### src/include/odl_pkg.sv
// constants, codes and helpers shared by the output delay tap control
package odl_pkg;

  // tap counter geometry: positions 0 .. 512 inclusive
  localparam int          TAP_W        = 9;
  localparam int          CNT_W        = 10;
  localparam logic [9:0]  TAP_FIRST    = 10'h000;
  localparam logic [9:0]  TAP_LAST     = 10'h200;
  localparam logic [10:0] TAP_POSITIONS = 11'h201;
  localparam logic [9:0]  TAP_ONE      = 10'h001;
  localparam logic [9:0]  TAP_GROUP    = 10'h008;
  localparam logic [9:0]  TAP_RESET    = 10'h000;

  // delay control styles
  localparam logic [1:0]  STYLE_STATIC    = 2'h0;
  localparam logic [1:0]  STYLE_STEPPING  = 2'h1;
  localparam logic [1:0]  STYLE_STEP_LOAD = 2'h2;

  // initial setting format and device generation
  localparam logic        FORMAT_TIME  = 1'b0;
  localparam logic        FORMAT_COUNT = 1'b1;
  localparam logic        GEN_FIRST    = 1'b0;
  localparam logic        GEN_LATER    = 1'b1;

  // chain roles
  localparam logic [1:0]  CHAIN_NONE   = 2'h0;
  localparam logic [1:0]  CHAIN_MASTER = 2'h1;
  localparam logic [1:0]  CHAIN_MIDDLE = 2'h2;
  localparam logic [1:0]  CHAIN_END    = 2'h3;

  // time limits in picoseconds
  localparam logic [10:0] MAX_PS_FIRST    = 11'h4E2;
  localparam logic [10:0] MAX_PS_LATER    = 11'h44C;
  localparam logic [10:0] CASCADE_MIN_PS  = 11'h4E2;
  localparam logic [10:0] INIT_DEFAULT    = 11'h000;
  // nominal tap delay used to turn picoseconds into taps; plain default
  localparam logic [10:0] TAP_PS          = 11'h005;

  // control sequencer states
  typedef enum logic [1:0] {
    ODL_ST_INIT = 2'b01,
    ODL_ST_RUN  = 2'b10
  } odl_state_t;

  // true for the styles that accept stepping and loading
  function automatic logic odl_style_dynamic(input logic [1:0] style);
    odl_style_dynamic = (style == STYLE_STEPPING) || (style == STYLE_STEP_LOAD);
  endfunction

endpackage

### src/verilog/odl_init_conv.sv
// turns the initial delay setting into a registered tap count
`timescale 1ns/1ps
module odl_init_conv (
  // clock and reset
  input  wire logic        clock,
  input  wire logic        rst_b,
  // initial setting
  input  wire logic        init_format,
  input  wire logic        device_gen,
  input  wire logic [10:0] init_value,
  // result
  output logic [9:0]       init_taps_ff,
  output logic             init_valid_ff,
  output logic             init_clamped_ff
);

  wire logic [10:0] max_ps;
  wire logic        ps_over;
  wire logic [10:0] ps_used;
  wire logic [10:0] ps_taps;
  wire logic        cnt_over;
  wire logic [9:0]  nxt_init_taps;
  wire logic        nxt_init_clamped;

  // time format is limited per generation, count format by the last tap
  assign max_ps   = (device_gen == odl_pkg::GEN_LATER) ? odl_pkg::MAX_PS_LATER
                                                       : odl_pkg::MAX_PS_FIRST;
  assign ps_over  = init_value > max_ps;
  assign ps_used  = ps_over ? max_ps : init_value;
  assign ps_taps  = ps_used / odl_pkg::TAP_PS;
  assign cnt_over = init_value > {1'b0, odl_pkg::TAP_LAST};
  assign nxt_init_taps = (init_format == odl_pkg::FORMAT_TIME) ? ps_taps[9:0] :
                         (cnt_over ? odl_pkg::TAP_LAST : init_value[9:0]);
  assign nxt_init_clamped = (init_format == odl_pkg::FORMAT_TIME) ? ps_over : cnt_over;

  // registered so the divider never sits in the tap update path
  always_ff @(posedge clock or negedge rst_b) begin
    if (!rst_b) begin
      init_taps_ff    <= odl_pkg::TAP_RESET;
      init_valid_ff   <= 1'b0;
      init_clamped_ff <= 1'b0;
    end else begin
      init_taps_ff    <= nxt_init_taps;
      init_valid_ff   <= 1'b1;
      init_clamped_ff <= nxt_init_clamped;
    end
  end

endmodule

### src/verilog/odl_tap_ctrl.sv
// tap selection control for a programmable output delay line
`timescale 1ns/1ps
//
// Functional notes
// - step enable and direction act only in stepping or step-and-load style
// - with step enable held high the tap moves one step per clock, of one tap or a group of eight
// - direction 1 increments, direction 0 decrements, sampled on the clock
// - step enable low keeps the tap unchanged whatever the direction
// - stepping starts on the first rising edge after step enable rises
// - stepping stops on the first rising edge after step enable falls
// - incrementing from tap 512 wraps to tap 0
// - decrementing from tap 0 wraps to tap 512
// - load takes the initial setting or the tap input bus, by style
// - in step-and-load style load copies the 9-bit tap input bus
// - load is active high and sampled on the control clock
// - the delay changes one tap at a time or in groups of eight
// - the current tap count is reported on a 9-bit output bus, with bit 9 on tap_at_last
// - synchronous reset sets the tap to the initial delay setting
// - compensation enable high, with calibration ready, holds delay over voltage and temperature
// - style is static, stepping or step-and-load, static by default
// - initial setting in ps per generation limit, or in taps; default 0
// - load, step enable and direction are all synchronous to the clock
// - chain role is none unless a delay beyond 1.25 ns needs cascading
module odl_tap_ctrl (
  // clock and reset
  input  wire logic        clock,
  input  wire logic        rst_b,
  // configuration
  input  wire logic [1:0]  delay_style,
  input  wire logic        init_format,
  input  wire logic        device_gen,
  input  wire logic [10:0] init_value,
  input  wire logic [1:0]  chain_role,
  // fabric control
  input  wire logic        step_en,
  input  wire logic        step_dir,
  input  wire logic        group_step,
  input  wire logic        load,
  input  wire logic [8:0]  tap_value_in,
  input  wire logic        sync_reset,
  input  wire logic        vt_compensation_enable,
  // calibration controller
  input  wire logic        calib_ready,
  // data path
  input  wire logic        delay_input,
  // status
  output logic [8:0]       tap_value_out,
  output logic             tap_at_last,
  output logic             vtc_active,
  output logic             init_clamped,
  output logic             chain_misuse,
  output logic             delay_output
);

  odl_pkg::odl_state_t state_ff;
  odl_pkg::odl_state_t nxt_state;
  logic [9:0]          tap_ff;
  logic [9:0]          nxt_tap;
  logic                vtc_active_ff;
  logic                chain_misuse_ff;
  logic                delay_output_ff;
  wire logic [9:0]     init_taps;
  wire logic           init_valid;
  wire logic           init_clamped_w;
  wire logic [9:0]     step_tap;

  // decoded control
  wire logic           style_dyn;
  wire logic           style_bus;
  wire logic           running;
  wire logic           load_take;
  wire logic           step_take;
  wire logic [9:0]     load_src;
  wire logic           nxt_chain_misuse;

  // initial setting conversion, registered
  odl_init_conv u_init_conv (
    .clock           (clock),
    .rst_b           (rst_b),
    .init_format     (init_format),
    .device_gen      (device_gen),
    .init_value      (init_value),
    .init_taps_ff    (init_taps),
    .init_valid_ff   (init_valid),
    .init_clamped_ff (init_clamped_w)
  );

  // next position for a step from the current tap
  odl_tap_step u_tap_step (
    .tap        (tap_ff),
    .step_dir   (step_dir),
    .group_step (group_step),
    .tap_next   (step_tap)
  );

  // style decode; the static code is the power-on default of the style port
  assign style_dyn = odl_pkg::odl_style_dynamic(delay_style);
  assign style_bus = delay_style == odl_pkg::STYLE_STEP_LOAD;
  assign running   = state_ff == odl_pkg::ODL_ST_RUN;

  // load wins over a step; fabric should never overlap them anyway
  assign load_take = running && style_dyn && load;
  assign step_take = running && style_dyn && step_en && !load;
  assign load_src  = style_bus ? {1'b0, tap_value_in} : init_taps;

  // tap update priority: start-up, reset, load, step, hold
  assign nxt_tap = !running   ? (init_valid ? init_taps : tap_ff) :
                   sync_reset ? init_taps :
                   load_take  ? load_src :
                   step_take  ? step_tap :
                                tap_ff;

  // leave start-up once the converted initial setting is available
  assign nxt_state = (!running && init_valid) ? odl_pkg::ODL_ST_RUN : state_ff;

  // a cascade role is only sensible for a delay beyond one element
  assign nxt_chain_misuse = (chain_role != odl_pkg::CHAIN_NONE) &&
                            (init_format == odl_pkg::FORMAT_TIME) &&
                            (init_value <= odl_pkg::CASCADE_MIN_PS);

  // sequencer and tap register
  always_ff @(posedge clock or negedge rst_b) begin
    if (!rst_b) begin
      state_ff <= odl_pkg::ODL_ST_INIT;
      tap_ff   <= odl_pkg::TAP_RESET;
    end else begin
      state_ff <= nxt_state;
      tap_ff   <= nxt_tap;
    end
  end

  // compensation status and data path register
  always_ff @(posedge clock or negedge rst_b) begin
    if (!rst_b) begin
      vtc_active_ff   <= 1'b0;
      chain_misuse_ff <= 1'b0;
      delay_output_ff <= 1'b0;
    end else begin
      vtc_active_ff   <= vt_compensation_enable && calib_ready;
      chain_misuse_ff <= nxt_chain_misuse;
      delay_output_ff <= delay_input;
    end
  end

  // outputs straight from flops; tap 512 is the only code with bit 9 set
  assign tap_value_out = tap_ff[8:0];
  assign tap_at_last   = tap_ff[9];
  assign vtc_active    = vtc_active_ff;
  assign init_clamped  = init_clamped_w;
  assign chain_misuse  = chain_misuse_ff;
  assign delay_output  = delay_output_ff;

  // static style never moves once running, except by reset
  a_static_holds: assert property (@(posedge clock) disable iff (!rst_b)
    running && (delay_style == odl_pkg::STYLE_STATIC) && !sync_reset |=> $stable(tap_ff))
    else $error("static style tap moved");

  // a held step enable keeps moving the tap for consecutive cycles
  a_step_moves: assert property (@(posedge clock) disable iff (!rst_b)
    (running && style_dyn && step_en && !load && !sync_reset) [*2]
      |-> ##1 (tap_ff != $past(tap_ff)))
    else $error("tap did not move while stepping");

  // single increment below the last tap adds exactly one
  a_step_up: assert property (@(posedge clock) disable iff (!rst_b)
    step_take && !sync_reset && step_dir && !group_step && (tap_ff != odl_pkg::TAP_LAST)
      |=> tap_ff == $past(tap_ff) + odl_pkg::TAP_ONE)
    else $error("increment wrong");

  // single decrement above zero removes exactly one
  a_step_down: assert property (@(posedge clock) disable iff (!rst_b)
    step_take && !sync_reset && !step_dir && !group_step && (tap_ff != odl_pkg::TAP_FIRST)
      |=> tap_ff == $past(tap_ff) - odl_pkg::TAP_ONE)
    else $error("decrement wrong");

  // wrap from the last tap to zero
  a_wrap_up: assert property (@(posedge clock) disable iff (!rst_b)
    step_take && !sync_reset && step_dir && !group_step && (tap_ff == odl_pkg::TAP_LAST)
      |=> tap_ff == odl_pkg::TAP_FIRST)
    else $error("no wrap to tap 0");

  // wrap from zero to the last tap
  a_wrap_down: assert property (@(posedge clock) disable iff (!rst_b)
    step_take && !sync_reset && !step_dir && !group_step && (tap_ff == odl_pkg::TAP_FIRST)
      |=> tap_ff == odl_pkg::TAP_LAST)
    else $error("no wrap to last tap");

  // with step enable and load low the tap holds, direction is ignored
  a_idle_hold: assert property (@(posedge clock) disable iff (!rst_b)
    running && !step_en && !load && !sync_reset |=> tap_ff == $past(tap_ff))
    else $error("tap changed while idle");

  // bus load copies the sampled tap input
  a_load_bus: assert property (@(posedge clock) disable iff (!rst_b)
    running && load && style_bus && !sync_reset
      |=> tap_ff == {1'b0, $past(tap_value_in)})
    else $error("bus load wrong");

  // load in stepping style returns to the initial setting
  a_load_init: assert property (@(posedge clock) disable iff (!rst_b)
    running && load && (delay_style == odl_pkg::STYLE_STEPPING) && !sync_reset
      |=> tap_ff == $past(init_taps))
    else $error("initial load wrong");

  // group step up adds eight when there is room
  a_group_up: assert property (@(posedge clock) disable iff (!rst_b)
    step_take && !sync_reset && step_dir && group_step &&
      (tap_ff <= odl_pkg::TAP_LAST - odl_pkg::TAP_GROUP)
      |=> tap_ff == $past(tap_ff) + odl_pkg::TAP_GROUP)
    else $error("group step wrong");

  // synchronous reset restores the initial setting
  a_reset_init: assert property (@(posedge clock) disable iff (!rst_b)
    running && sync_reset |=> tap_ff == $past(init_taps))
    else $error("reset did not restore initial tap");

  // compensation status follows enable and ready one cycle later
  a_vtc_follow: assert property (@(posedge clock) disable iff (!rst_b)
    ##1 vtc_active == $past(vt_compensation_enable && calib_ready))
    else $error("compensation status wrong");

  // tap never exceeds the last position
  a_tap_range: assert property (@(posedge clock) disable iff (!rst_b)
    tap_ff <= odl_pkg::TAP_LAST)
    else $error("tap out of range");

  // start-up reaches running within two edges of reset release
  a_start_bound: assert property (@(posedge clock) disable iff (!rst_b)
    !running |-> ##[1:2] running)
    else $error("start-up stuck");

endmodule

### src/verilog/odl_tap_step.sv
// modular tap stepper: next position one tap or one group up or down
`timescale 1ns/1ps
module odl_tap_step (
  // current position and request
  input  wire logic [9:0] tap,
  input  wire logic       step_dir,
  input  wire logic       group_step,
  // result
  output logic [9:0]      tap_next
);

  // widen by one bit so the wrap test sees the carry
  wire logic [10:0] step_amt;
  wire logic [10:0] up_sum;
  wire logic [10:0] up_wrap;
  wire logic [10:0] dn_wrap;
  wire logic [10:0] dn_diff;
  wire logic        up_over;
  wire logic        dn_under;

  assign step_amt = group_step ? {1'b0, odl_pkg::TAP_GROUP} : {1'b0, odl_pkg::TAP_ONE};
  assign up_sum   = {1'b0, tap} + step_amt;
  assign up_over  = up_sum >= odl_pkg::TAP_POSITIONS;
  assign up_wrap  = up_sum - odl_pkg::TAP_POSITIONS;
  assign dn_under = {1'b0, tap} < step_amt;
  assign dn_diff  = {1'b0, tap} - step_amt;
  assign dn_wrap  = {1'b0, tap} + odl_pkg::TAP_POSITIONS - step_amt;

  // past the last tap comes tap 0, below tap 0 comes the last tap
  assign tap_next = step_dir ? (up_over ? up_wrap[9:0] : up_sum[9:0])
                             : (dn_under ? dn_wrap[9:0] : dn_diff[9:0]);

endmodule
### config.mk
export PLATFORM = sky130hd
export DESIGN_NAME = odl_tap_ctrl
export DESIGN_NICKNAME = d
export VERILOG_FILES = /design/src/include/odl_pkg.sv /design/src/verilog/odl_init_conv.sv /design/src/verilog/odl_tap_ctrl.sv /design/src/verilog/odl_tap_step.sv
export SDC_FILE = /design/constraint.sdc
export NUM_CORES = 1
export LEC_CHECK = 0
export BUFFER_PORTS_ARGS = -buffer_cell sky130_fd_sc_hd__buf_2
export CAP_MARGIN = 20
export CORE_ASPECT_RATIO = 0.5
export CORE_MARGIN = 4
export CORE_UTILIZATION = 35
export CTS_CLUSTER_SIZE = 20
export DETAILED_ROUTE_END_ITERATION = 10
export GPL_ROUTABILITY_DRIVEN = 1
export GPL_TIMING_DRIVEN = 0
export SLEW_MARGIN = 5
export SYNTH_ARGS = -nofsm -noshare
export SYNTH_HDL_FRONTEND = slang
export SYNTH_SLANG_ARGS = --single-unit
### constraint.sdc
create_clock -name clock -period 4.1 [get_ports clock]
set_input_delay 0.41 -clock clock [delete_from_list [all_inputs] [get_ports clock]]
set_output_delay 0.41 -clock clock [all_outputs]
set_load 0.01 [all_outputs]
[After elaboration in Yosys (flattened, before gate mapping)]
Index checks and enable logic that the tools add are counted.
Cells by class
  $add $sub $neg: 5
  multipliers: 0
  div/mod/pow operators: 1
  order comparisons: 5
  eq/ne operators: 4
  shifts and indexed selects: 0
  multiplexer cells: 15
  bitwise logic cells: 1
  reduce and logical (&&, ||, !) cells: 14
Operators with widths (number)
  10-bit two-way mux: 11
  10-bit subtractor: 2
  10-bit by 4-bit adder with 11-bit output: 1
  11-bit by 3-bit divider with 11-bit output (second input constant): 1
  11-bit by 10-bit greater-or-equal comparator with 1-bit output (second input constant): 1
  11-bit by 10-bit > comparator with 1-bit output (second input constant): 1
  11-bit > comparator: 1
  11-bit <= comparator (second input constant): 1
  10-bit by 11-bit < comparator with 1-bit output: 1
  11-bit two-way mux: 1
  10-bit adder (second input constant): 1
  10-bit subtractor (second input constant): 1
  1-bit logical AND: 8
  8-bit two-way mux: 1
  2-bit equality test (second input constant): 2
  4-bit two-way mux: 1
  4-bit by 2-bit inequality test with 1-bit output (second input constant): 1
  2-bit nonzero test: 2
  2-bit by 1-bit equality test with 1-bit output (second input constant): 1
  1-bit logical NOT: 2
  2-bit AND reduction: 1
  1-bit logical OR: 1
  1-bit two-way mux: 1
  1-bit inverter: 1
Storage, ports and cells
  bits in registers: 27
  bits in latches: 0
  bits in writable memories: 0
  memory bits (read-only): 0
  output and inout bits: 14
  memories kept: 0

[Longest topological paths before layout]
Gate-level depths: netlist of run 1.
  depth in word-level cells: 9
  gate-level depth with buffers: 24
  depth with buffers taken out: 22

[Hierarchy]
Synthesis of run 1 repeated with hierarchy kept, for this count alone.
Second synthesis, totals
  cell total of the unflattened synthesis: 561
  area, all modules: 4446.8 µm²
Modules (own cells, without submodules)
  odl_init_conv: instances 1, cells each 253, area each 1861.8 µm², sequential area each 300.3 µm²
  odl_tap_step: instances 1, cells each 213, area each 1657.8 µm², sequential area each 0.0 µm²
  odl_tap_ctrl: instances 1, cells each 95, area each 927.1 µm², sequential area each 376.6 µm²

[Least setup slack after synthesis of run 1]
No wires, ideal clock.
  path type: in2reg
  start: in device_gen
  end: reg u_init_conv.init_taps_ff[0]
  library setup time: 0.066 ns
  arrival: 5.110 ns
  required time: 4.034 ns
  setup slack: -1.076 ns
  cell stages on the path: 22
  cells stage by stage: inv_1 ha_1 nand3b_4 o21bai_1 a31o_2 a2111o_1 o211ai_1 buf_2 nor3_1 a311o_1 inv_1 ha_1 o21ai_0 and4_1 a311oi_1 a21oi_2 xnor2_1 inv_1 ha_1 or4_1 a21oi_1 a221o_1
Between the ends
  longest elaborated chain between the ends: 5
Ends and longest elaborated chain
  start, declared: RTL line odl_tap_ctrl.sv:31  | input wire logic device_gen,
  8-bit two-way mux (*): RTL line odl_init_conv.sv:26  | assign max_ps = (device_gen == odl_pkg::GEN_LATER) ? odl_pkg::MAX_PS_LATER
  11-bit > comparator: RTL line odl_init_conv.sv:28  | assign ps_over = init_value > max_ps;
  11-bit two-way mux (*): RTL line odl_init_conv.sv:29  | assign ps_used = ps_over ? max_ps : init_value;
  11-bit by 3-bit divider with 11-bit output (*): RTL line odl_init_conv.sv:30  | assign ps_taps = ps_used / odl_pkg::TAP_PS;
  10-bit two-way mux (*): RTL line odl_init_conv.sv:32  | assign nxt_init_taps = (init_format == odl_pkg::FORMAT_TIME) ? ps_taps[9:0] :
  named net u_init_conv.nxt_init_taps[0]: RTL line odl_init_conv.sv:22  | wire logic [9:0] nxt_init_taps;
  end signal, assigned: RTL line odl_init_conv.sv:39  | init_taps_ff <= odl_pkg::TAP_RESET;
  end signal, assigned: RTL line odl_init_conv.sv:43  | init_taps_ff <= nxt_init_taps;
  end, declared: RTL line odl_init_conv.sv:12  | output logic [9:0] init_taps_ff,
The timed path passes the listed nets; every way through them passes the cells marked *.
A chain may end at the register's enable or synchronous reset.

[Final worst setup path of run 1]
Ends and elaborated chain as after synthesis.

==> metrics, run 1 <==
Yosys warnings 0; CP max stage cell a311o_1; Die Footprint 0.01370 mm²; syn nets 622; met2 Usage GRT 0.2889; final wirelength 12220 µm; crit path cell chain buf_8 > clkinvlp_4 > ha_4 > nand3b_4 > o21bai_4 > and4_1 > or3_1 > buf_6 > o211ai_4 > buf_6 > o21ai_2 > a311o_1 > inv_2 > ha_4 > nand3_2 > a211o_1 > a32oi_2 > a21oi_4 > xnor2_2 > inv_2 > ha_4 > o21bai_1 > a21o_1 > a221o_1; DRC 0; PwrDens 375.9 mW/mm²; Final ANT Viol Nets 0; Final nets 694; Critical Path Fanout Max 6; Overall Power 1.905 mW; cts-stage hold buffer count 0; top-count cell post-synth nor2_1; Num CTS Buffers 3; RSZ-0062 raised after global routing true; Async SR Flop Fraction 1.000; Final setup viols 2; vias in the first global route 4021; CP required 4.25 ns; diode count 0; Final period util 1.182; startpoint type of the worst setup path input port; Hold WS 0.1392 ns; via density per instance 5.393; antenna violations before repair 0; row cnt 27; Hold Vio Cnt, Final 0; CTS tree built; final instance area 0.005069 mm²; clock skew 0.009172 ns; gpl congestion 0.9109; layout filler cell count 1151; register area share after synthesis 0.1639; fmax 0.2064 GHz; post-placement cell count 753; Core Box Area 0.01125 mm²; register clock-pin slew on the reported worst setup and hold paths 0.07 ns; routed len/inst 15.75 µm; Clock Latency Late Sink 0.27 ns; Worst Max-Slew Pin Slew 0.7673 ns; die width 161.6 µm; Placement Cell Area 0.004669 mm²; # port buffers 48; clock sink count 27; share of cells above drive strength 1 0.2237; GR Util All Layers 0.1740; first-pass GRT wire length 20410 µm; clk buf depth 2; Die Span Y 84.80 µm; final setup margin -0.7454 ns; first-pass iteration count of the detailed router 5; leading area contributor after synthesis dfrtp_1; Non-Filler Instances 776; Most common cell on crit path ha_4; R2R depth 14; status complete, but fails checks; largest net degree at the start of global routing 28; CTS root buf clkbuf_16; Worst Setup End Kind flip-flop; Initial Util 0.3670; CP Buf/Inv Count 6; Main synth FF type dfrtp_1; Crit Path Category input port to flip-flop; Stages on worst setup path 24; total number of vias 4185; GR peak layer met2; Hold Crit Class input port to asynchronous set/reset pin; Starting DRT DRC Count 297; final global-route overflow total 0; number of I/O pins 50; Syn-to-layout area delta 22.76%; Clock H-tree levels 1; syn_area_per_cell 7.562 µm²; Synth Instances 546; hpwl dp 9316 µm; CP top delay family compound AO/OA/AOI/OAI gates; final-report max-slew violation count 0; Crit path largest cell delay 0.40 ns; number of synthesized register bits 27; met1 GRT Util 0.2561; largest cells by area after synthesis dfrtp_1 (16%), ha_1 (12%), o21ai_0 (5.0%); post-synth top area share 0.1576; commonest cells in the synthesized netlist nor2_1 (46), o21ai_0 (41), nand2_1 (40); P_leak 2.166 nW; failing checks setup timing; Worst EP arrival 4.99 ns; Max Cap Viol 0; Synth cell types 83; met3 usage 0.007357; Synth Cell Area 0.004129 mm²; Slew headroom 0.4885; maximum vdd drop 0.1596 mV; minimum clock period 4.845 ns; EDFF count, synth 0
layer usage:
metal  up-vias  wire, µm
met5         -         0
met4         0       105
met3        10       453
met2       101      5621
met1      1925      6039
li1       2149         -
final timing paths:
check,slack [ns],to,start
min in group clock,0.25,delay_output$_DFF_PN0_,delay_input
worst max register to register,0.51,tap_ff[8]$_DFFE_PN0P_,tap_ff[3]$_DFFE_PN0P_
worst min register to register,0.41,state_ff[0]$_DFFE_PN1P_,u_init_conv.init_valid_ff$_DFF_PN0_
worst min-delay path,0.14,tap_ff[8]$_DFFE_PN0P_,rst_b
worst max-delay path,-0.75,u_init_conv.init_taps_ff[0]$_DFF_PN0_,device_gen
max in group asynchronous,3.56,tap_ff[2]$_DFFE_PN0P_,rst_b
state kept, by name, indices dropped and copies added, names as in the netlist:
signal                       count
chain_misuse                     1
delay_output                     1
state_ff                         2
tap_ff                          10
u_init_conv.init_clamped_ff      1
u_init_conv.init_taps_ff        10
u_init_conv.init_valid_ff        1
vtc_active                       1
cells in the final DEF (no fill, tap or decap), drive strengths merged, types with 10 or more instances in the layout:
| master | n |
|---|---|
| ha | 39 |
| clkbuf | 17 |
| buf | 80 |
| nor2b | 10 |
| a21oi | 38 |
| o21ai | 44 |
| nor2 | 47 |
| nand3 | 22 |
| xor2 | 10 |
| dfrtp | 26 |
| nand2 | 40 |
| inv | 36 |
| nor3 | 16 |
| a211oi | 19 |
| xnor2 | 23 |
area by class of cell:
cell class                      count  area, µm²  area share
Clock buffer                        3      75.07     0.01481
Inverter                           36      138.9     0.02740
Clock inverter                      1      8.758    0.001728
Timing Repair Buffer               67      400.4     0.07899
Multi-Input combinational cell    456       3427      0.6761
Tap cell                          159      198.9     0.03925
Sequential cell                    27      676.9      0.1335
Buffer                             27      142.6     0.02814
stage by stage:
stage | setup TNS [ns] | worst slack [ns] | util
finish | -1.248 | -0.7454 | 0.4506
global route | -1.524 | -0.9036 | 0.4506
CTS | -0.9587 | -0.6260 | 0.4413
detailed placement | -2.813 | -1.428 | 0.4151
global placement | -2.732 | -1.402 | 0.4151
floorplan | -0.8954 | -0.6584 | -
repair_timing:
item	in CTS	in global routing
gates resized for setup	18	16
endpoints found under the setup margin	3	3
setup buffers	16	3
pin swaps	10	8
hold endpoints to repair	0	0
power by group:
| group | switching, mW | internal (mW) |
|---|---|---|
| clock network | 0.0946 | 0.135 |
| registers | 0.0658 | 0.311 |
| logic | 0.721 | 0.578 |
| total | 0.881 | 1.02 |
kinds of logic (layout without fill, tap and decap cells):
| group | count (synthesis) | after routing | share of synthesized area |
|---|---|---|---|
| buffers and inverters | 63 | 134 | 0.06303 |
| AOI/OAI and AO/OA | 181 | 181 | 0.3024 |
| DFF | 27 | 27 | 0.1639 |
| and+or+nand+nor | 189 | 189 | 0.2455 |
| adders and majority gates | 41 | 41 | 0.1255 |
| muxes | 11 | 11 | 0.02879 |
| other | 1 | 1 | 0.0009082 |
| xor gates and xnor gates | 33 | 33 | 0.07000 |
Power figures use the tool's default switching activity.
==> run 2: changes to the inputs <==
--- a/config.mk
+++ b/config.mk
@@ -5,6 +5,7 @@
 export SDC_FILE = /design/constraint.sdc
 export NUM_CORES = 1
 export LEC_CHECK = 0
+export ABC_AREA = 1
 export BUFFER_PORTS_ARGS = -buffer_cell sky130_fd_sc_hd__buf_2
 export CAP_MARGIN = 20
 export CORE_ASPECT_RATIO = 0.5
==> run 2 against run 1 <==
  * The flow still finishes with violations (setup timing)
  * Largest power group unchanged
  * Via count decreased by 7.8%
  * Critical endpoint unchanged
  * Final cell count decreased by 0.64%
  * Largest cell class unchanged
  * Critical path type unchanged
  * Hold slack worse by 0.0015 ns
==> metrics, run 2 <==
Yosys warnings 0 (unchanged); status complete, but fails checks; PwrDens 493.5 mW/mm² (+31%); CP max stage cell ha_4; utilization after layout 0.4941 (+0.04359); top-count cell post-synth nand2_1; clock sink count 27 (unchanged); Die Footprint 0.01204 mm² (-12%); Crit path largest cell delay 0.26 ns (-0.14 ns); Final setup viols 2 (unchanged); Worst EP arrival 4.84 ns (-0.15 ns); Reg2Reg Setup Slack 0.57 ns (+0.06 ns); met2 Usage GRT 0.3347 (+0.04574); Synth Cell Area 0.003591 mm² (-13%); Final nets 713 (+2.7%); via density per instance 5.004 (-7.2%); Core Box Area 0.009728 mm² (-14%); R2R depth 18 (+4); diode count 0 (unchanged); CTS tree built; register clock-pin slew on the reported worst setup and hold paths 0.06 ns (about the same); Crit Path Category input port to flip-flop; Syn-to-layout area delta 33.87%; register area share after synthesis 0.1885 (+0.02456); Most common cell on crit path nand2_4; clk buf depth 2 (unchanged); Non-Filler Instances 771 (-0.64%); leading area contributor after synthesis dfrtp_1; Synth cell types 45 (-46%); Hold Crit Class input port to asynchronous set/reset pin; share of cells above drive strength 1 0.2893 (+0.06565); met3 usage 0.007374 (+0.00001725); total number of vias 3858 (-7.8%); met1 GRT Util 0.2232 (-0.03287); routed len/inst 13.35 µm (-15%); EDFF count, synth 0 (unchanged); die width 151.2 µm (-6.4%); commonest cells in the synthesized netlist nand2_1 (105), inv_1 (72), nor2_1 (56); cts-stage hold buffer count 0 (unchanged); final-report max-slew violation count 0 (unchanged); Die Span Y 79.63 µm (-6.1%); vias in the first global route 3784 (-5.9%); post-synth top area share 0.1812 (+0.02361); Clock Latency Late Sink 0.26 ns (about the same); CTS root buf clkbuf_16; Hold Vio Cnt, Final 0 (unchanged); gpl congestion 0.8326 (-8.6%); Async SR Flop Fraction 1.000 (unchanged); Num CTS Buffers 3 (unchanged); Hold WS 0.1377 ns (-0.001482 ns); row cnt 25 (-7.4%); final global-route overflow total 0 (unchanged); Worst Max-Slew Pin Slew 0.8493 ns (+0.08206 ns); Critical path origin device_gen; Worst R2R Start tap_ff[3]$_DFFE_PN0P_; first-pass iteration count of the detailed router 4 (-1); biggest regs tap_ff x10, u_init_conv.init_taps_ff x10, state_ff x2; RSZ-0062 raised after global routing true; maximum vdd drop 0.1973 mV (+24%); failing checks setup timing; antenna violations before repair 0 (unchanged); most frequent cells in the layout nand2_1 (82), inv_1 (67), nor2_1 (51), buf_2 (43), nand3_1 (36); number of synthesized register bits 27 (unchanged); startpoint type of the worst setup path input port; Max Cap Viol 0 (unchanged); register area 676.9 µm² (unchanged); fmax 0.2130 GHz (+3.2%); post-placement cell count 732 (-2.8%); Setup TNS -0.9433 ns (+0.3049 ns); Final ANT Viol Nets 0 (unchanged); clock skew 0.002135 ns (-0.007037 ns); final setup margin -0.5954 ns (+0.1500 ns); CP required 4.25 ns (about the same); Multi-input gate area 0.002953 mm² (-14%); DRC 0 (unchanged); GR Util All Layers 0.1752 (+0.001142); first-pass GRT wire length 17570 µm (-14%); P_leak 2.429 nW (+12%); GR peak layer met2; number of I/O pins 50 (unchanged); R2R Path End tap_ff[8]$_DFFE_PN0P_; Clock H-tree levels 1 (unchanged); largest cells by area after synthesis dfrtp_1 (18%), ha_1 (14%), nand2_1 (11%); # port buffers 48 (unchanged); final wirelength 10290 µm (-16%); syn nets 625 (+0.48%); Main synth FF type dfrtp_1; largest net degree at the start of global routing 28 (unchanged); Final period util 1.145 (-0.03658); CP Capture Point u_init_conv.init_taps_ff[0]$_DFF_PN0_; hpwl dp 8005 µm (-14%); Critical Path Fanout Max 5 (-1); leading cell type in the layout, fill and taps excluded nand2_1; Slew headroom 0.4278 (-0.06069); Worst Setup End Kind flip-flop; Synth Instances 549 (+0.55%); minimum clock period 4.695 ns (-0.1500 ns); Starting DRT DRC Count 180 (-39%); Initial Util 0.3691 (+0.002098); layout filler cell count 975 (-15%); syn_area_per_cell 6.541 µm² (-14%)
-- run 2: changes by cell type after synthesis, sizes merged, moves of 19 or more --
cell / delta
inv: +43
xnor2: -22
nand3: +32
nand2: +85
a211oi: -19
-- run 2: cell type report --
cell class | instances | area share
Multi-Input combinational cell | 431 | 0.6143
Inverter | 82 | 0.06923
Clock inverter | 1 | 0.001041
Timing Repair Buffer | 83 | 0.1145
Buffer | 9 | 0.009370
Clock buffer | 3 | 0.01562
Tap cell | 135 | 0.03514
Sequential cell | 27 | 0.1408
-- run 2: per-stage QoR --
stage               instance area, µm²  power (mW)  setup WS (ns)
floorplan                         3685       1.479        -0.3540
global placement                  4094       1.792         -1.277
detailed placement                4094       1.812         -1.353
CTS                               4557       2.205        -0.4711
global route                      4807       2.625        -0.9338
finish                            4807       2.372        -0.5954
-- run 2: worst min-delay path by stage --
stage          slack, ns                 endpoint  cells past startpoint
2_1_floorplan       0.11   chain_misuse$_DFF_PN0_                      0
3_3_place_gp        0.44   chain_misuse$_DFF_PN0_                      1
3_5_place_dp        0.44  state_ff[1]$_DFFE_PN0P_                      1
4_1_cts             0.16  state_ff[1]$_DFFE_PN0P_                      1
5_1_grt             0.19  state_ff[1]$_DFFE_PN0P_                      1
6_report            0.14  state_ff[1]$_DFFE_PN0P_                      1
-- run 2: cells by family (layout without fill, tap and decap cells) --
family	count (synthesis)	after routing	share of synthesized area
and+or+nand+nor	266	266	0.3519
AOI/OAI and AO/OA	105	105	0.1725
buffers and inverters	91	178	0.09826
adders and majority gates	40	40	0.1415
DFF	27	27	0.1885
xor gates and xnor gates	19	19	0.04634
other	1	1	0.001044
-- run 2: critical path: cells and delay by family --
kind	cells	cell delay, ns
fa+ha+maj	3	0.66
compound gates	1	0.06
simple gates	35	3.01
buf+inv	8	0.64
-- run 2: what timing repair did --
item | 4_1_cts | 5_1_grt
pin swaps | 27 | 33
setup buffers | 24 | 12
gates cloned | 0 | 0
gates resized for setup | 49 | 36
endpoints found under the setup margin | 3 | 2
-- run 2: power by group --
part	total, mW	switching, mW	internal, mW
clock network	0.216	0.0843	0.131
logic	1.76	1.02	0.737
registers	0.396	0.0730	0.323
-- run 2: routing by layer --
layer	vias to the layer above	wire length [µm]
met5	-	0
met4	0	64
met3	6	212
met2	42	5353
met1	1813	4658
li1	1997	-
